`src/core/tsb_consts.svh`:
```
// Contract
// - Trace operations run apart from instructions, accessing registers as an outside agent.
// - Trace filter allow bits read for tracing decisions count as that instruction's reads.
// - Each trace register access is classed: by instruction, by trace op, or other.
// - Unit enable and OS lock bits are read by the instruction deciding tracing.
// - Trace ops read context IDs and counter offsets when those features are on.
// - Without synchronization, trace data is produced and handled within finite time.
// - Memory write of accepted trace data is not assumed complete before synchronization.
// - Register writes by trace ops are observable only after synchronization.
// - Executing the barrier instruction raises a trace synchronization event.
// - A trace op is not finished until all its register accesses are performed.
// - A flush-triggering op waits for flush, accepted ops and flush writes.
// - Finishing counts translation, secure-state and management writes, not abort writes.
// - A trace op completes once finished, memory done and abort writes performed.
// - Prohibited-region barrier waits for ops of instructions before the sync event.
// - It also waits for speculative ops not ordered after the sync event.
// - It also waits for all autonomously generated trace ops.
// - Before finishing, the unit goes quiet and stays so in the prohibited region.
// - A flush started before barrier finish must complete with its writes first.
// - Direct register writes after the barrier are ordered after earlier trace accesses.
// - The barrier never stalls forever nor waits for the buffer to drain.
// - An unfinished barrier may be abandoned for an interrupt and re-executed.
// - Without sync event or barrier, the barrier is unordered; software adds barriers.
`ifndef TSB_CONSTS_SVH
`define TSB_CONSTS_SVH

`define TSB_ADR_W 8
`define TSB_CNT_W 6
`define TSB_OFS_CTRL 8'h00
`define TSB_OFS_STATUS 8'h04
`define TSB_OFS_COUNTS 8'h08

`define TSB_CTRL_RESET 8'h00
`define TSB_BIT_UNIT_EN 0
`define TSB_BIT_OS_LOCK 1
`define TSB_BIT_KERNEL_ALLOW 2
`define TSB_BIT_USER_ALLOW 3
`define TSB_BIT_HYP_ALLOW 4
`define TSB_BIT_HYP_USER_ALLOW 5
`define TSB_BIT_CTX_EN 6
`define TSB_BIT_TS_EN 7

`define TSB_EL_USER 2'h0
`define TSB_EL_KERNEL 2'h1
`define TSB_EL_HYP 2'h2

`define TSB_LATENCY_MAX 11'h400
`define TSB_LAT_W 11

`endif

```
`src/core/tsb_pkg.sv`:
```
package tsb_pkg;

  typedef enum logic [1:0] {
    ST_IDLE = 2'h0,
    ST_DRAIN = 2'h1,
    ST_FLUSH = 2'h3,
    ST_DONE = 2'h2
  } barrier_state_e;

  typedef enum logic [1:0] {
    ACC_BY_INSTR = 2'h0,
    ACC_BY_OP = 2'h1,
    ACC_OTHER = 2'h2
  } access_class_e;

endpackage

```
`src/core/op_tracker.sv`:
```
`timescale 1ns/100ps
`include "tsb_consts.svh"

// Counts outstanding operations in the current epoch and in all sealed epochs
module op_tracker
(
  input wire logic mclk,
  input wire logic rst,
  input wire logic inc,
  input wire logic dec_cur,
  input wire logic dec_old,
  input wire logic seal,
  output logic [`TSB_CNT_W-1:0] cur_cnt,
  output logic [`TSB_CNT_W-1:0] old_cnt
);

  logic [`TSB_CNT_W-1:0] inc_w;
  logic [`TSB_CNT_W-1:0] dec_cur_w;
  logic [`TSB_CNT_W-1:0] dec_old_w;
  logic [`TSB_CNT_W-1:0] cur_nxt;

  assign inc_w = {{(`TSB_CNT_W-1){1'b0}}, inc};
  assign dec_cur_w = {{(`TSB_CNT_W-1){1'b0}}, dec_cur};
  assign dec_old_w = {{(`TSB_CNT_W-1){1'b0}}, dec_old};
  assign cur_nxt = cur_cnt + inc_w - dec_cur_w;

  always_ff @(posedge mclk)
  begin
    if (rst)
    begin
      cur_cnt <= '0;
      old_cnt <= '0;
    end
    else if (seal)
    begin
      // Work issued in the sealing cycle belongs to the sealed set
      old_cnt <= old_cnt + cur_nxt - dec_old_w;
      cur_cnt <= '0;
    end
    else
    begin
      cur_cnt <= cur_nxt;
      old_cnt <= old_cnt - dec_old_w;
    end
  end

endmodule

```
`src/core/trace_sync_barrier_control.sv`:
```
`timescale 1ns/100ps
`include "tsb_consts.svh"

module trace_sync_barrier_control
(
  input wire logic mclk,
  input wire logic rst,
  input wire logic wb_cyc_i,
  input wire logic wb_stb_i,
  input wire logic wb_we_i,
  input wire logic [`TSB_ADR_W-1:0] wb_adr_i,
  input wire logic [3:0] wb_sel_i,
  input wire logic [31:0] wb_dat_i,
  output logic [31:0] wb_dat_o,
  output logic wb_ack_o,
  input wire logic instr_valid,
  input wire logic instr_spec,
  input wire logic [1:0] instr_el,
  input wire logic instr_in_host,
  input wire logic instr_debug,
  input wire logic instr_is_cse,
  input wire logic trace_sync_barrier_instr,
  input wire logic irq_pending,
  input wire logic auto_op_start,
  input wire logic op_done_valid,
  input wire logic op_done_epoch,
  input wire logic op_done_spec,
  input wire logic op_done_auto,
  input wire logic op_mem_complete,
  input wire logic flush_start,
  input wire logic flush_complete,
  input wire logic flush_wr_done,
  input wire logic unit_paused,
  output logic op_req_valid,
  output logic op_req_epoch,
  output logic op_req_spec,
  output logic op_req_ctx_rd,
  output logic op_req_ts_rd,
  output logic [1:0] op_req_class,
  output logic unit_quiesce,
  output logic sync_event,
  output logic tsb_busy,
  output logic tsb_done,
  output logic tsb_abandon,
  output logic sysreg_wr_stall,
  output logic trace_mem_synced,
  output logic trace_wr_observable
);

  logic [7:0] ctrl_r;
  logic prohib_r;
  logic cse_seen_r;
  logic epoch_r;
  logic flush_active_r;
  logic flush_wr_pend_r;
  logic overdue_r;
  logic [`TSB_LAT_W-1:0] lat_r;
  tsb_pkg::barrier_state_e state_r;
  tsb_pkg::barrier_state_e state_nxt;

  logic wb_req;
  logic wb_wr;
  logic allowed;
  logic gen_op;
  logic tsb_issue;
  logic in_barrier;
  logic drain_ok;
  logic flush_busy;
  logic done_match;
  logic res_to_cur;
  logic spec_to_cur;
  logic [`TSB_CNT_W-1:0] res_cur;
  logic [`TSB_CNT_W-1:0] res_old;
  logic [`TSB_CNT_W-1:0] spec_cur;
  logic [`TSB_CNT_W-1:0] spec_old;
  logic [`TSB_CNT_W-1:0] auto_cnt;
  logic [`TSB_CNT_W-1:0] cmpl_cnt;
  logic [31:0] rd_data;

  // Bus slave: one wait state, ack drops the cycle after it was given
  assign wb_req = wb_cyc_i && wb_stb_i && !wb_ack_o;
  assign wb_wr = wb_req && wb_we_i;

  // Filter controls, enable and lock are sampled as reads made by the instruction
  always_comb
  begin
    allowed = 1'b0;
    case (instr_el)
      `TSB_EL_USER:
      begin
        allowed = instr_in_host ? ctrl_r[`TSB_BIT_HYP_USER_ALLOW]
                                : ctrl_r[`TSB_BIT_USER_ALLOW];
      end
      `TSB_EL_KERNEL:
      begin
        allowed = ctrl_r[`TSB_BIT_KERNEL_ALLOW];
      end
      `TSB_EL_HYP:
      begin
        allowed = ctrl_r[`TSB_BIT_HYP_ALLOW];
      end
      default:
      begin
        allowed = 1'b0;
      end
    endcase
  end

  assign gen_op = instr_valid && allowed && ctrl_r[`TSB_BIT_UNIT_EN]
                  && !ctrl_r[`TSB_BIT_OS_LOCK] && !unit_quiesce;
  assign tsb_issue = instr_valid && trace_sync_barrier_instr && state_r == tsb_pkg::ST_IDLE;
  assign in_barrier = !instr_debug && prohib_r && cse_seen_r;
  assign done_match = op_done_epoch == epoch_r;
  // Two-epoch tags wrap: with nothing current, a matching tag retires an old op
  assign res_to_cur = done_match && res_cur != '0;
  assign spec_to_cur = done_match && spec_cur != '0;
  assign flush_busy = flush_active_r || flush_wr_pend_r;

  // Register file
  always_ff @(posedge mclk)
  begin
    if (rst)
    begin
      ctrl_r <= `TSB_CTRL_RESET;
    end
    else if (wb_wr && wb_adr_i == `TSB_OFS_CTRL && wb_sel_i[0])
    begin
      ctrl_r <= wb_dat_i[7:0];
    end
  end

  always_comb
  begin
    rd_data = 32'h0;
    case (wb_adr_i)
      `TSB_OFS_CTRL:
      begin
        rd_data = {24'h0, ctrl_r};
      end
      `TSB_OFS_STATUS:
      begin
        rd_data = {24'h0, overdue_r, flush_wr_pend_r, flush_active_r, cse_seen_r,
                   prohib_r, unit_quiesce, state_r};
      end
      `TSB_OFS_COUNTS:
      begin
        rd_data = {8'h0, cmpl_cnt, auto_cnt, spec_old, res_old};
      end
      default:
      begin
        rd_data = 32'h0;
      end
    endcase
  end

  always_ff @(posedge mclk)
  begin
    if (rst)
    begin
      wb_ack_o <= 1'b0;
      wb_dat_o <= 32'h0;
    end
    else
    begin
      wb_ack_o <= wb_req;
      wb_dat_o <= (wb_req && !wb_we_i) ? rd_data : 32'h0;
    end
  end

  // Region and epoch tracking; a context synchronization event seals the outstanding set
  always_ff @(posedge mclk)
  begin
    if (rst)
    begin
      prohib_r <= 1'b1;
      cse_seen_r <= 1'b0;
      epoch_r <= 1'b0;
    end
    else if (instr_valid && instr_is_cse)
    begin
      prohib_r <= !allowed;
      cse_seen_r <= 1'b1;
      epoch_r <= !epoch_r;
    end
  end

  // Trace operation request, issued apart from the pipeline
  always_ff @(posedge mclk)
  begin
    if (rst)
    begin
      op_req_valid <= 1'b0;
      op_req_epoch <= 1'b0;
      op_req_spec <= 1'b0;
      op_req_ctx_rd <= 1'b0;
      op_req_ts_rd <= 1'b0;
      op_req_class <= tsb_pkg::ACC_OTHER;
    end
    else
    begin
      op_req_valid <= gen_op;
      op_req_epoch <= epoch_r;
      op_req_spec <= instr_spec;
      op_req_ctx_rd <= gen_op && ctrl_r[`TSB_BIT_CTX_EN];
      op_req_ts_rd <= gen_op && ctrl_r[`TSB_BIT_TS_EN];
      op_req_class <= gen_op ? tsb_pkg::ACC_BY_OP : tsb_pkg::ACC_BY_INSTR;
    end
  end

  // An op is counted until the unit reports all its register accesses performed
  op_tracker u_res
  (
    .mclk(mclk),
    .rst(rst),
    .inc(gen_op && !instr_spec),
    .dec_cur(op_done_valid && !op_done_auto && !op_done_spec && res_to_cur),
    .dec_old(op_done_valid && !op_done_auto && !op_done_spec && !res_to_cur),
    .seal(instr_valid && instr_is_cse),
    .cur_cnt(res_cur),
    .old_cnt(res_old)
  );

  op_tracker u_spec
  (
    .mclk(mclk),
    .rst(rst),
    .inc(gen_op && instr_spec),
    .dec_cur(op_done_valid && !op_done_auto && op_done_spec && spec_to_cur),
    .dec_old(op_done_valid && !op_done_auto && op_done_spec && !spec_to_cur),
    .seal(instr_valid && instr_is_cse),
    .cur_cnt(spec_cur),
    .old_cnt(spec_old)
  );

  op_tracker u_auto
  (
    .mclk(mclk),
    .rst(rst),
    .inc(auto_op_start),
    .dec_cur(op_done_valid && op_done_auto),
    .dec_old(1'b0),
    .seal(1'b0),
    .cur_cnt(auto_cnt),
    .old_cnt()
  );

  // Finished but not yet complete: memory and abort writes outstanding
  op_tracker u_cmpl
  (
    .mclk(mclk),
    .rst(rst),
    .inc(op_done_valid),
    .dec_cur(op_mem_complete),
    .dec_old(1'b0),
    .seal(1'b0),
    .cur_cnt(cmpl_cnt),
    .old_cnt()
  );

  // Flush tracking; a new flush wins over a clear in the same cycle
  always_ff @(posedge mclk)
  begin
    if (rst)
    begin
      flush_active_r <= 1'b0;
      flush_wr_pend_r <= 1'b0;
    end
    else
    begin
      flush_active_r <= flush_start || (flush_active_r && !flush_complete);
      flush_wr_pend_r <= (flush_active_r && flush_complete)
                         || (flush_wr_pend_r && !flush_wr_done);
    end
  end

  // Overdue watch on trace ops that never come back
  always_ff @(posedge mclk)
  begin
    if (rst)
    begin
      lat_r <= '0;
      overdue_r <= 1'b0;
    end
    else
    begin
      if (op_done_valid || (res_cur == '0 && res_old == '0 && spec_cur == '0
          && spec_old == '0 && auto_cnt == '0))
      begin
        lat_r <= '0;
      end
      else if (lat_r != `TSB_LATENCY_MAX)
      begin
        lat_r <= lat_r + 1'b1;
      end
      if (lat_r == `TSB_LATENCY_MAX)
      begin
        overdue_r <= 1'b1;
      end
      else if (wb_wr && wb_adr_i == `TSB_OFS_STATUS && wb_sel_i[0] && wb_dat_i[7])
      begin
        overdue_r <= 1'b0;
      end
    end
  end

  // Drain waits on accepted ops, the unit pausing and any flush, never on the buffer emptying
  assign drain_ok = res_old == '0 && spec_old == '0
                    && auto_cnt == '0 && unit_paused
                    && !flush_busy;

  always_comb
  begin
    state_nxt = state_r;
    case (state_r)
      tsb_pkg::ST_IDLE:
      begin
        if (tsb_issue)
        begin
          state_nxt = in_barrier ? tsb_pkg::ST_DRAIN : tsb_pkg::ST_DONE;
        end
      end
      tsb_pkg::ST_DRAIN:
      begin
        if (irq_pending && !instr_debug)
        begin
          state_nxt = tsb_pkg::ST_IDLE;
        end
        else if (flush_busy)
        begin
          state_nxt = tsb_pkg::ST_FLUSH;
        end
        else if (drain_ok)
        begin
          state_nxt = tsb_pkg::ST_DONE;
        end
      end
      tsb_pkg::ST_FLUSH:
      begin
        if (irq_pending && !instr_debug)
        begin
          state_nxt = tsb_pkg::ST_IDLE;
        end
        else if (!flush_busy)
        begin
          state_nxt = tsb_pkg::ST_DRAIN;
        end
      end
      tsb_pkg::ST_DONE:
      begin
        state_nxt = tsb_pkg::ST_IDLE;
      end
      default:
      begin
        state_nxt = tsb_pkg::ST_IDLE;
      end
    endcase
  end

  always_ff @(posedge mclk)
  begin
    if (rst)
    begin
      state_r <= tsb_pkg::ST_IDLE;
    end
    else
    begin
      state_r <= state_nxt;
    end
  end

  // Pipeline facing handshake
  always_ff @(posedge mclk)
  begin
    if (rst)
    begin
      sync_event <= 1'b0;
      tsb_busy <= 1'b0;
      tsb_done <= 1'b0;
      tsb_abandon <= 1'b0;
      sysreg_wr_stall <= 1'b0;
    end
    else
    begin
      sync_event <= tsb_issue;
      tsb_busy <= state_nxt == tsb_pkg::ST_DRAIN || state_nxt == tsb_pkg::ST_FLUSH;
      tsb_done <= state_nxt == tsb_pkg::ST_DONE;
      tsb_abandon <= state_r != tsb_pkg::ST_IDLE && state_r != tsb_pkg::ST_DONE
                     && state_nxt == tsb_pkg::ST_IDLE;
      // Later direct writes wait until earlier trace accesses have finished
      sysreg_wr_stall <= tsb_issue
                         || (state_nxt != tsb_pkg::ST_IDLE
                             && state_nxt != tsb_pkg::ST_DONE);
    end
  end

  // Quiet state holds for as long as execution stays in the prohibited region
  always_ff @(posedge mclk)
  begin
    if (rst)
    begin
      unit_quiesce <= 1'b0;
    end
    else if (tsb_issue && in_barrier)
    begin
      unit_quiesce <= 1'b1;
    end
    else if (instr_valid && instr_is_cse && allowed)
    begin
      unit_quiesce <= 1'b0;
    end
  end

  // Visibility of trace effects is only claimed after a finished barrier
  always_ff @(posedge mclk)
  begin
    if (rst)
    begin
      trace_mem_synced <= 1'b0;
      trace_wr_observable <= 1'b0;
    end
    else
    begin
      if (gen_op || auto_op_start)
      begin
        trace_wr_observable <= 1'b0;
      end
      else if (state_r == tsb_pkg::ST_DONE)
      begin
        trace_wr_observable <= 1'b1;
      end
      if (gen_op || auto_op_start || op_done_valid)
      begin
        trace_mem_synced <= 1'b0;
      end
      else if (state_r == tsb_pkg::ST_DONE && cmpl_cnt == '0)
      begin
        trace_mem_synced <= 1'b1;
      end
    end
  end

endmodule

```
`config.mk`:
```
export PLATFORM = sky130hd
export DESIGN_NAME = trace_sync_barrier_control
export DESIGN_NICKNAME = d
export VERILOG_FILES = /design/src/core/tsb_pkg.sv /design/src/core/op_tracker.sv /design/src/core/trace_sync_barrier_control.sv
export VERILOG_INCLUDE_DIRS = /design/src /design/src/core
export SDC_FILE = /design/constraint.sdc
export NUM_CORES = 1
export LEC_CHECK = 0
export BUFFER_PORTS_ARGS = -buffer_cell sky130_fd_sc_hd__buf_2
export CORE_MARGIN = 10
export CORE_UTILIZATION = 59
export CTS_CLUSTER_DIAMETER = 40
export DETAILED_ROUTE_END_ITERATION = 12
export GPL_ROUTABILITY_DRIVEN = 0
export PLACE_DENSITY_LB_ADDON = 0.15
export SYNTH_ARGS = -nofsm -noshare
export SYNTH_HDL_FRONTEND = slang
export SYNTH_SLANG_ARGS = --single-unit
```
`constraint.sdc`:
```
create_clock -name mclk -period 10.69 [get_ports mclk]
set_input_delay 0.5345 -clock mclk [delete_from_list [all_inputs] [get_ports mclk]]
set_output_delay 0.5345 -clock mclk [all_outputs]
set_load 0.01 [all_outputs]
```
# After elaboration in Yosys (flattened, before gate mapping)
# Index checks and enable logic that the tools add are counted.
dict set report totals {
  regBits 111
  out_inout_bits 48
  wordCells 174
}
dict set report classes {
  add_sub_neg 15
  n_eq_ne 15
  n_mux 18
  bitwise_logic 1
  n_reduce_logical 94
}
# op n
set ops {}
lappend ops {{$pmux 24 s3} 1}
lappend ops {{$logic_and 1x1->1} 50}
lappend ops {{$sub 6x1->6} 8}
lappend ops {{$logic_not 6->1} 6}
lappend ops {{$add 6x1->6} 4}
lappend ops {{$logic_not 1->1} 15}
lappend ops {{$mux 2} 7}
lappend ops {{$add 6x6->6} 2}
lappend ops {{$mux 6} 2}
lappend ops {{$reduce_bool 6->1} 2}
lappend ops {{$add 11x1->11 const B} 1}
lappend ops {{$eq 11x11->1 const B} 1}
lappend ops {{$ne 11x11->1 const B} 1}
lappend ops {{$eq 2x2->1 const B} 5}
lappend ops {{$reduce_or 2->1} 5}
lappend ops {{$eq 8x3->1 const B} 1}
lappend ops {{$eq 8x4->1 const B} 1}
lappend ops {{$logic_not 8->1} 1}
lappend ops {{$logic_or 1x1->1} 8}
lappend ops {{$pmux 2 s4} 1}
lappend ops {{$reduce_bool 2->1} 4}
lappend ops {{$eq 2x1->1 const B} 3}
lappend ops {{$logic_not 2->1} 3}
lappend ops {{$mux 1} 6}
lappend ops {{other kinds (4)} 5}

# Logic depth before layout (Yosys ltp)
# Gate-level depths: netlist of the first run.
dict set report logic_depth {
  word_depth 12
  mapped_depth 24
  mapped_depth_nobuf 24
}

# By module
# A second synthesis of the first run with hierarchy kept.
dict set report unflattened {
  hier_cells 798
  hier_area_um2 6880.3
}
# module instances cells_each area_each_um2
set modules_own_cells {}
lappend modules_own_cells {op_tracker 4 124 1041.0}
lappend modules_own_cells {trace_sync_barrier_control 1 302 2716.4}

# Worst setup path after synthesis of the first run
# No wires, ideal clock.
dict set report synth_path {
  kind {input to register}
  start {in instr_el[1]}
  end {reg u_res.old_cnt[5]}
  t_arrival_ps 4137
  required_time_ps 10595
  setup_slack_ps 6458
  path_stages 19
  path_buffers 0
  cell_sequence {nor2b_1 -> o32ai_1 -> nand2_1 -> or2_2 -> ha_1 -> inv_1 -> ha_1 -> fa_1 -> a21oi_1 -> nor2_1 -> nor2_1 -> xor2_1 -> ha_1 -> inv_1 -> ha_1 -> or4b_1 -> o2111ai_1 -> xnor2_1 -> o311ai_1}
}
dict set report synth_via {
  elab_chain_cells 12
}
# element line
set synth_rtl {}
lappend synth_rtl {{start: declaration} trace_sync_barrier_control.sv:18} ;# input wire logic [1:0] instr_el,
lappend synth_rtl {{$eq 2x2->1, or another cell as far along} trace_sync_barrier_control.sv:88} ;# case (instr_el)
lappend synth_rtl {{$pmux 1 s3 *} trace_sync_barrier_control.sv:88}
lappend synth_rtl {{$logic_and 1x1->1 * (4 in a row)} trace_sync_barrier_control.sv:109} ;# assign gen_op = instr_valid && allowed && ctrl_r[`TSB_BIT_UNIT_EN]
lappend synth_rtl {{$logic_and 1x1->1 *} trace_sync_barrier_control.sv:215} ;# .inc(gen_op && !instr_spec),
lappend synth_rtl {{$add 6x1->6 *} op_tracker.sv:25} ;# assign cur_nxt = cur_cnt + inc_w - dec_cur_w;
lappend synth_rtl {{$sub 6x1->6 *} op_tracker.sv:25}
lappend synth_rtl {{$add 6x6->6 *} op_tracker.sv:37} ;# old_cnt <= old_cnt + cur_nxt - dec_old_w;
lappend synth_rtl {{$sub 6x1->6 *} op_tracker.sv:37}
lappend synth_rtl {{$mux 6 *} op_tracker.sv:34} ;# else if (seal)
lappend synth_rtl {{end signal: assignment} op_tracker.sv:37}
lappend synth_rtl {{end signal: assignment} op_tracker.sv:43} ;# old_cnt <= old_cnt - dec_old_w;
lappend synth_rtl {{end: declaration} op_tracker.sv:14} ;# output logic [`TSB_CNT_W-1:0] old_cnt
# Every way passes the cells marked *; elsewhere a longest branch is shown, timed or not.
# A chain may end at the register's enable or synchronous reset.

# Worst setup path after layout of the first run
dict set report layout_path {
  start {reg ctrl_r[3]}
  end {reg u_res.old_cnt[5]}
}
dict set report layout_via {
  elab_chain_cells 12
}
# element line
set layout_rtl {}
lappend layout_rtl {{start: declaration} trace_sync_barrier_control.sv:50} ;# logic [7:0] ctrl_r;
lappend layout_rtl {{start signal: assignment} trace_sync_barrier_control.sv:124} ;# ctrl_r <= `TSB_CTRL_RESET;
lappend layout_rtl {{start signal: assignment} trace_sync_barrier_control.sv:128} ;# ctrl_r <= wb_dat_i[7:0];
lappend layout_rtl {{$mux 1} trace_sync_barrier_control.sv:91} ;# allowed = instr_in_host ? ctrl_r[`TSB_BIT_HYP_USER_ALLOW]
lappend layout_rtl {{$pmux 1 s3} trace_sync_barrier_control.sv:88}
lappend layout_rtl {{$logic_and 1x1->1 (4 in a row)} trace_sync_barrier_control.sv:109}
lappend layout_rtl {{$logic_and 1x1->1} trace_sync_barrier_control.sv:215}
lappend layout_rtl {{$add 6x1->6} op_tracker.sv:25}
lappend layout_rtl {{$sub 6x1->6} op_tracker.sv:25}
lappend layout_rtl {{$add 6x6->6} op_tracker.sv:37}
lappend layout_rtl {{$sub 6x1->6} op_tracker.sv:37}
lappend layout_rtl {{$mux 6} op_tracker.sv:34}
# Every way passes these cells.

==> results.txt, run 1 <==
The flow ran to the end, and the final reports show no timing, DRC or antenna violations. The number of vias in the routed layout is 4395. The average via count per standard cell came out at roughly 5.4. The floorplan step defined a core boundary enclosing 0.008806 mm^2. CTS placed an instance of sky130_fd_sc_hd__clkbuf_8 at the clock tree root. The post-CTS resize count came out at 0. The number of clock sinks came out at between 100 and 150.

STA classifies the critical path endpoint as a flip-flop. The worst-margin pin slew came out at 0.8032 ns. The number of antenna violations at the first check in global routing is 0. The peak fanout along the critical path is 4. The deepest level of the CTS H-tree came out at 3. The layout overhead on the synthesized area is 11.98%. In the synthesized netlist the dominant register cell turns out to be sky130_fd_sc_hd__dfxtp_1. The total die area is around 0.013 mm^2. Measured along the x axis, the die boundary spans about 120 um.

The number of hold violations in the final report is 0. The worst setup path is launched from a flip-flop. The fraction of layout cells with a size suffix above 1 is between 10% and 20%. The maximum clock skew at final layout is approximately 0.009 ns. The total power draw is roughly 1.3 mW. TritonCTS built the clock tree.

The clock insertion delay at the later pin of the skew report came out at between 0.3 and 0.4 ns. The number of I/O pins came out at around 120. The area of the multi-input gates came out at between 0.002 and 0.003 mm^2. For the worst setup path, the data required time is 10.96 ns. The peak ir drop on the vdd network is 0.2667 mV. The global-route usage over all layers is a little under a fifth. The worst hold path belongs to the class in2reg. The yosys synthesis warning count came out at 0.

The final HPWL from detailed placement came out at between 9000 and 10000 um. The highest clock rate is 211.0 MHz. The share of synthesized flip-flops with an asynchronous set or reset is 0%. The total leakage power came out at approximately 2.8 nW. The count of filler cells inserted in the layout is 737.

The number of violations reported at the end of detailed-routing iteration 0 is approximately 230. The repair_antennas step left the layout with diodes totalling 0. The number of register bits inferred by synthesis is ~100. The final number of setup-violating endpoints came out at 0. After clock tree synthesis, the flow added hold-fix buffers numbering 0. The setup fix buffers added after clock tree synthesis is 0. The most critical setup path has its startpoint at ctrl_r[3]$_SDFFE_PP0P_. The first-pass GRT wire length is between 20000 and 25000 um. The quantity of I/O buffers inserted on ports is 80. The worst path needs about 4.7 ns of the cycle, external delays included.

The mean cell area of the mapped netlist is slightly below 9 um^2. The sequential cell area came out at ~0.002 mm^2. The effective utilization at floorplan is roughly 61%. The timing endpoint of the critical path is u_res.old_cnt[5]$_SDFF_PP0_. The number of enable-type register cells in the synthesized netlist is 0. The number of distinct library cell variants in the gate-level netlist after synthesis is 47.

After detailed routing, the average wire length per cell comes to between 15 and 20 um. The number of antenna-violating nets in the routed design is 0. Counting every instance in the synthesized netlist gives 626. The maximum number of pins on one net before global-route repair is 60. The die span in y came out at 115.8 um. The critical path class is reg2reg. The data arrival time of the worst path came out at between 5 and 6 ns. Clock-pin slew was measured on the worst setup and hold paths at about 0.1 ns.

The TritonCTS buffer count came out at 9. The synthesized area came out at approximately 0.0054 mm^2. The DRC violations left is 0. Wires add up to around 12000 um.

The endpoint of the worst-slack reg-to-reg timing path is u_res.old_cnt[5]$_SDFF_PP0_. In the finished design, the share of the clock period the worst path needs comes to between 40% and 50%. The setup slack of the worst register-to-register path is between 5 and 6 ns. The areal power density over the cells is 221.1 mW/mm^2. Sequential elements use between 30% and 40% of the synthesized area.

The number of cells traversed by the worst register-to-register path is 20. The startpoint identified for the worst register-to-register timing path is ctrl_r[3]$_SDFFE_PP0P_. The first-pass iteration count of the detailed router is 4. For this run the aggregate overflow at the end of global routing stands at 0. Adding up every negative setup slack in the final design gives 0 ns. The number of rows in the core area came out at 34. The net count of the finished layout is 831. The number of buffers on the longest clock path is 2.

The relative slew slack came out at a little under half. Across the run, the number of max-cap violations was 0. The number of global-route vias before repair is 4556.

Setup repair after global routing left no endpoint under its margin. The number of slew-limit violations in the final report came out at 0.
## stage by stage
stage / instances / utilization (%) / instance area (um^2) / hold slack, ns / setup slack, ns
global placement: 798 / 66.47 / 5853 / 0.4376 / 5.758
detailed placement: 798 / 66.47 / 5853 / 0.4493 / 5.701
floorplan: 633 / - / 5435 / 0.4298 / 6.458
CTS: 814 / 68.78 / 6057 / 0.3400 / 5.920
global route: 814 / 68.78 / 6057 / 0.3490 / 5.714
finish: 814 / 68.78 / 6057 / 0.3539 / 5.950
## cells in the mapped netlist (all sizes together) (9+ instances only)
cell type  count  area [um^2]
inv           80        300.3
dfxtp        101         2022
ha            56        700.7
nand2         17        63.81
buf           12        80.07
a211oi        15        112.6
nand3          9        45.04
nor3           9        45.04
clkbuf        12        45.04
mux2i         16        160.2
nor2         110        412.9
a21o          10        75.07
and2          22        137.6
a21oi         35        175.2
xnor2         22        192.7
xor2          16        140.1
## registers in the layout, indices dropped and copies added (netlist names), 2 cells and up
signal	flops
op_req_class	2
u_cmpl.cur_cnt	6
ctrl_r	8
u_auto.cur_cnt	6
u_spec.old_cnt	6
u_res.old_cnt	6
wb_dat_o	24
u_res.cur_cnt	6
lat_r	11
state_r	2
u_spec.cur_cnt	6
## routing by layer
metal  wire, um  share of wire [%]  track usage (%)  up-vias
met2       6386                 52            35.09      102
met1       5028                 41            20.57     2058
met3        580                4.7            4.548       21
met4        232                1.9            5.755        0
li1           -                  -                -     2214
met5          0                  0                0        -
## cells in the final DEF, fill, tap and decap left out, types with 15 or more instances in the layout
cell	synthesis	routed
sky130_fd_sc_hd__nor2_1	110	110
sky130_fd_sc_hd__and2_1	22	22
sky130_fd_sc_hd__a21oi_1	35	35
sky130_fd_sc_hd__dfxtp_1	101	101
sky130_fd_sc_hd__ha_1	56	56
sky130_fd_sc_hd__a211oi_1	15	15
sky130_fd_sc_hd__inv_1	80	80
sky130_fd_sc_hd__buf_2	1	80
sky130_fd_sc_hd__nand2_1	17	17
sky130_fd_sc_hd__xor2_1	16	16
sky130_fd_sc_hd__mux2i_1	16	16
sky130_fd_sc_hd__xnor2_1	22	22
## final cells by class
| class | instances | area share [%] |
|---|---|---|
| Multi-Input combinational cell | 428 | 49.33 |
| Sequential cell | 101 | 33.38 |
| Timing Repair Buffer | 81 | 6.734 |
| Inverter | 80 | 4.958 |
| Tap cell | 108 | 2.231 |
| Clock buffer | 9 | 2.045 |
| Clock inverter | 7 | 1.322 |
## report_power, final
part	internal, mW	total, mW	switching, mW	leakage [nW]
sequential	0.416	0.446	0.0298	0.823
combinational	0.286	0.641	0.355	1.91
clock	0.112	0.252	0.140	0.102
total	0.814	1.34	0.525	2.84
## worst min path at each step
stage | from | to | cells after the start
after floorplan | u_auto.cur_cnt[4]$_SDFF_PP0_ | wb_dat_o[16]$_SDFF_PP0_ | 1
after CTS | instr_debug | tsb_abandon$_SDFF_PP0_ | 2
after global placement | u_cmpl.cur_cnt[5]$_SDFF_PP0_ | wb_dat_o[23]$_SDFF_PP0_ | 1
final | instr_debug | tsb_abandon$_SDFF_PP0_ | 2
after detailed placement | u_cmpl.cur_cnt[5]$_SDFF_PP0_ | wb_dat_o[23]$_SDFF_PP0_ | 1
after global routing | instr_debug | tsb_abandon$_SDFF_PP0_ | 2
## logic make-up after synthesis
family                     count (synthesis)  share of synthesized area, %
AOI/OAI and AO/OA                         86                         10.41
xor gates and xnor gates                  38                         6.153
adders and majority gates                 62                         15.17
buffers and inverters                    104                         7.865
DFF                                      101                         37.38
muxes                                     16                         2.961
other                                      1                       0.06933
and+or+nand+nor                          218                         19.99
## worst max-delay path, cell delays in order (launching register included)
cell	delay (ns)
sky130_fd_sc_hd__dfxtp_1	0.37
sky130_fd_sc_hd__nor2b_1	0.15
sky130_fd_sc_hd__a211oi_1	0.06
sky130_fd_sc_hd__o32ai_1	0.48
sky130_fd_sc_hd__nand2_1	0.24
sky130_fd_sc_hd__or2_2	0.33
sky130_fd_sc_hd__ha_1	0.27
sky130_fd_sc_hd__inv_1	0.04
sky130_fd_sc_hd__ha_1	0.21
sky130_fd_sc_hd__fa_1	0.41
sky130_fd_sc_hd__a21oi_1	0.15
sky130_fd_sc_hd__nor2_1	0.05
sky130_fd_sc_hd__nor2_1	0.11
sky130_fd_sc_hd__xor2_1	0.11
sky130_fd_sc_hd__ha_1	0.28
sky130_fd_sc_hd__inv_1	0.04
sky130_fd_sc_hd__ha_1	0.32
sky130_fd_sc_hd__or4b_1	0.45
sky130_fd_sc_hd__o2111ai_1	0.14
sky130_fd_sc_hd__xnor2_1	0.17
sky130_fd_sc_hd__o311ai_1	0.28
(Power assumes the default switching activity.)
==> run 2, diff against run 1 <==
Settings changed: CORE_UTILIZATION 59 to 55.
Clock period 10.69 ns to 4.9 ns, I/O delays scaled along.
==> run 2 against run 1 <==
Net effect: sequential power up 120%; worst hold slack worse by 0.29 ns; register-to-register slack got worse by 5.6 ns; critical path type unchanged.
==> results.txt, run 2 (synthesis results as in run 1) <==
The run finished with clean final reports. The number of buffers on the longest clock path is 2 (unchanged). The number of vias in the routed layout came out at 4301 (-2.1%).

The number of antenna diodes came to 0 (unchanged). The final number of setup-violating endpoints came out at 0 (unchanged). The number of violations reported at the end of detailed-routing iteration 0 is 218 (-4.8%).

The number of flip-flops under the largest register name came out at 24 (unchanged). In this run the worst hold path is classified as in2reg. The layout overhead on the synthesized area came out at 12.24%. In this run the worst setup path begins at ctrl_r[3]$_SDFFE_PP0P_. By instance count, the cell type seen most on the critical path is sky130_fd_sc_hd__ha_1. The library cell used most frequently in the layout, excluding fill and tap cells, is sky130_fd_sc_hd__nor2_1. The capturing element type of the critical path is a flip-flop.

The post-route clock period utilization came out at 92.15% (+48 points). The required time of the critical path is 5.17 ns (-5.79 ns). The top cell types in the final layout, fill and taps aside, are sky130_fd_sc_hd__nor2_1 (110), sky130_fd_sc_hd__dfxtp_1 (101), sky130_fd_sc_hd__inv_1 (80), sky130_fd_sc_hd__buf_2 (80), sky130_fd_sc_hd__ha_1 (56). The TritonCTS clock tree is built. The post-CTS resize count is 0 (unchanged).

The average via count per standard cell came to 5.120 (-5.2%). The number of rows in the core area is 36 (+5.9%). The first-pass GRT wire length came to 20380 um (-1.1%). Clock tree synthesis selected as its root buffer the cell sky130_fd_sc_hd__clkbuf_8. The deepest level of the CTS H-tree is 3 (unchanged). The count of max-cap constraint violations is 0 (unchanged). The highest clock rate came out at 221.5 MHz (+5.0%). The total overflow reported by the global router came out at 0 (unchanged). The fraction of layout cells with a size suffix above 1 came out at 14.29% (-0.16 points). The smallest hold slack is 0.06042 ns (-0.2934 ns).

The setup fix buffers added after clock tree synthesis is 0 (unchanged). The number of hold violations in the final report came out at 0 (unchanged). The DRC violations left came out at 0 (unchanged). The number of I/O pins came to 116 (unchanged). Setup repair after global routing left no endpoint under its margin. The number of antenna violations at the first check in global routing came to 0 (unchanged). The total leakage power came out at 2.829 nW (-0.35%). The first-pass iteration count of the detailed router came out at 4 (unchanged). The wire length after detailed routing is 11820 um (-3.3%). The maximum single-stage delay on the critical path was 0.44 ns (-0.04 ns). The total die area is 0.01420 mm^2 (+6.0%). In the final layout, the registers with the most flip-flops are wb_dat_o (24), lat_r (11), ctrl_r (8). The peak fanout along the critical path came out at 4 (unchanged). The final HPWL from detailed placement was 9369 um (-1.9%).

The post-route minimum period is 4.515 ns (-0.2245 ns). The number of global-route vias before repair is 4334 (-4.9%). The sequential cell area came out at 0.002022 mm^2 (unchanged). The effective utilization at floorplan is 55.85% (-5.6 points).

The cts-stage hold buffer count is 0 (unchanged). The number of clock sinks came out at 101 (unchanged). The areal power density over the cells came to 464.3 mW/mm^2 (+110%). The worst-margin pin slew came to 0.7911 ns (-0.01203 ns). The register with the most flip-flops in the final layout is wb_dat_o. The number of nets in the finished design is 832 (+0.12%).

The die span in y is 119.2 um (+3.0%). STA classifies the critical path startpoint as a flip-flop. The clock edge transition at the registers on the reported setup and hold paths came out at 0.10 ns (about the same). Among all stages on the critical path, the largest delay is contributed by sky130_fd_sc_hd__or4b_1.

The quantity of I/O buffers inserted on ports is 80 (unchanged). The global-route usage over all layers came out at 16.99% (-1.8 points). The number of buffers and inverters on the critical path is 3 (+1). By startpoint and endpoint, the worst setup path is classified as reg2reg. The data arrival time of the worst path came to 4.79 ns (-0.22 ns). The TritonCTS buffer count came out at 9 (unchanged). The cell family contributing the most delay on the critical path is adder cells. The average wire per standard cell is 14.08 um (-6.3%). The maximum clock skew at final layout is 0.008363 ns (-0.0006002 ns).

The startpoint identified for the worst hold timing path is instr_debug. The clock insertion delay at the later pin of the skew report is 0.37 ns (about the same). Traced cell by cell, the critical path runs through nor2b_1, a211oi_1, o32ai_1, buf_4, nand2_1, or2_2, ha_1, inv_1, ha_1, fa_1, a21oi_1, nor2_1, nor2_1, xor2_1, ha_1, inv_1, ha_1, or4b_1, o2111ai_1, xnor2_1, o311ai_1. The startpoint of the most critical register-to-register path is ctrl_r[3]$_SDFFE_PP0P_. The relative slew slack is 47.03% (+0.81 points).

The peak ir drop on the vdd network is 0.3927 mV (+47%). The number of antenna-violating nets in the routed design is 0 (unchanged). The area of the multi-input gates was 0.002988 mm^2 (unchanged). The number of slew-limit violations in the final report came to 0 (unchanged). The maximum number of pins on one net before global-route repair is 60 (unchanged). The horizontal die dimension is 119.2 um (+3.0%). The area of the core region was 0.009684 mm^2 (+10%). The setup TNS is 0 ns (unchanged). The count of filler cells inserted in the layout came to 875 (+19%).
## run 2: changes by cell type in the layout (fill, tap and decap cells not counted), sizes merged
cell    before  now
clkbuf       9   12
buf         81   82
inv         83   80
bufinv       1    0
clkinv       2    3
## run 2: worst paths after layout
path	end	slack, ns	cells after the start
worst min-delay path	tsb_abandon$_SDFF_PP0_	0.06	2
worst max-delay path	u_res.old_cnt[5]$_SDFF_PP0_	0.38	21
worst max register to register	u_res.old_cnt[5]$_SDFF_PP0_	0.38	21
worst min register to register	wb_dat_o[23]$_SDFF_PP0_	0.46	1
## run 2: where the power goes
part	switching (mW)	internal (mW)	leakage, nW
Sequential	0.0649	0.908	0.823
Combinational	0.737	0.620	1.92
Clock	0.287	0.202	0.0868
## run 2: cell type report
class,instances,area share [%]
Multi-Input combinational cell,428,49.22
Sequential cell,101,33.31
Timing Repair Buffer,82,6.843
Inverter,80,4.946
Tap cell,133,2.741
Clock buffer,12,2.391
Clock inverter,4,0.5565
## run 2: per-stage QoR
step / power [mW] / instance area (um^2) / setup slack [ns] / instances / util (%)
final: 2.819 / 6071 / 0.3848 / 840 / 62.69
after global routing: 3.075 / 6071 / 0.07556 / 840 / 62.69
after CTS: 2.844 / 6071 / 0.3229 / 840 / 62.69
after detailed placement: 2.353 / 5892 / 0.3604 / 824 / 60.84
after global placement: 2.294 / 5892 / 0.4455 / 824 / 60.84
after floorplan: 2.079 / 5435 / 0.8572 / 633 / -
## run 2: worst reg2reg max path: cells and delay by family, from the launching register on
kind | cells | cell delay (ns)
adders and majority gates | 5 | 1.49
and+or+nand+nor | 6 | 1.22
AOI/OAI and AO/OA | 5 | 0.87
DFF | 1 | 0.36
buffers and inverters | 3 | 0.26
xor gates and xnor gates | 2 | 0.23
## run 2: per-layer routing
metal / part of all wire, % / GRT usage, % / wire length, um
met2: 48 / 29.11 / 5623
met4: 0.93 / 5.191 / 110
met1: 47 / 20.46 / 5521
met3: 4.8 / 4.251 / 567
met5: 0 / 0 / 0
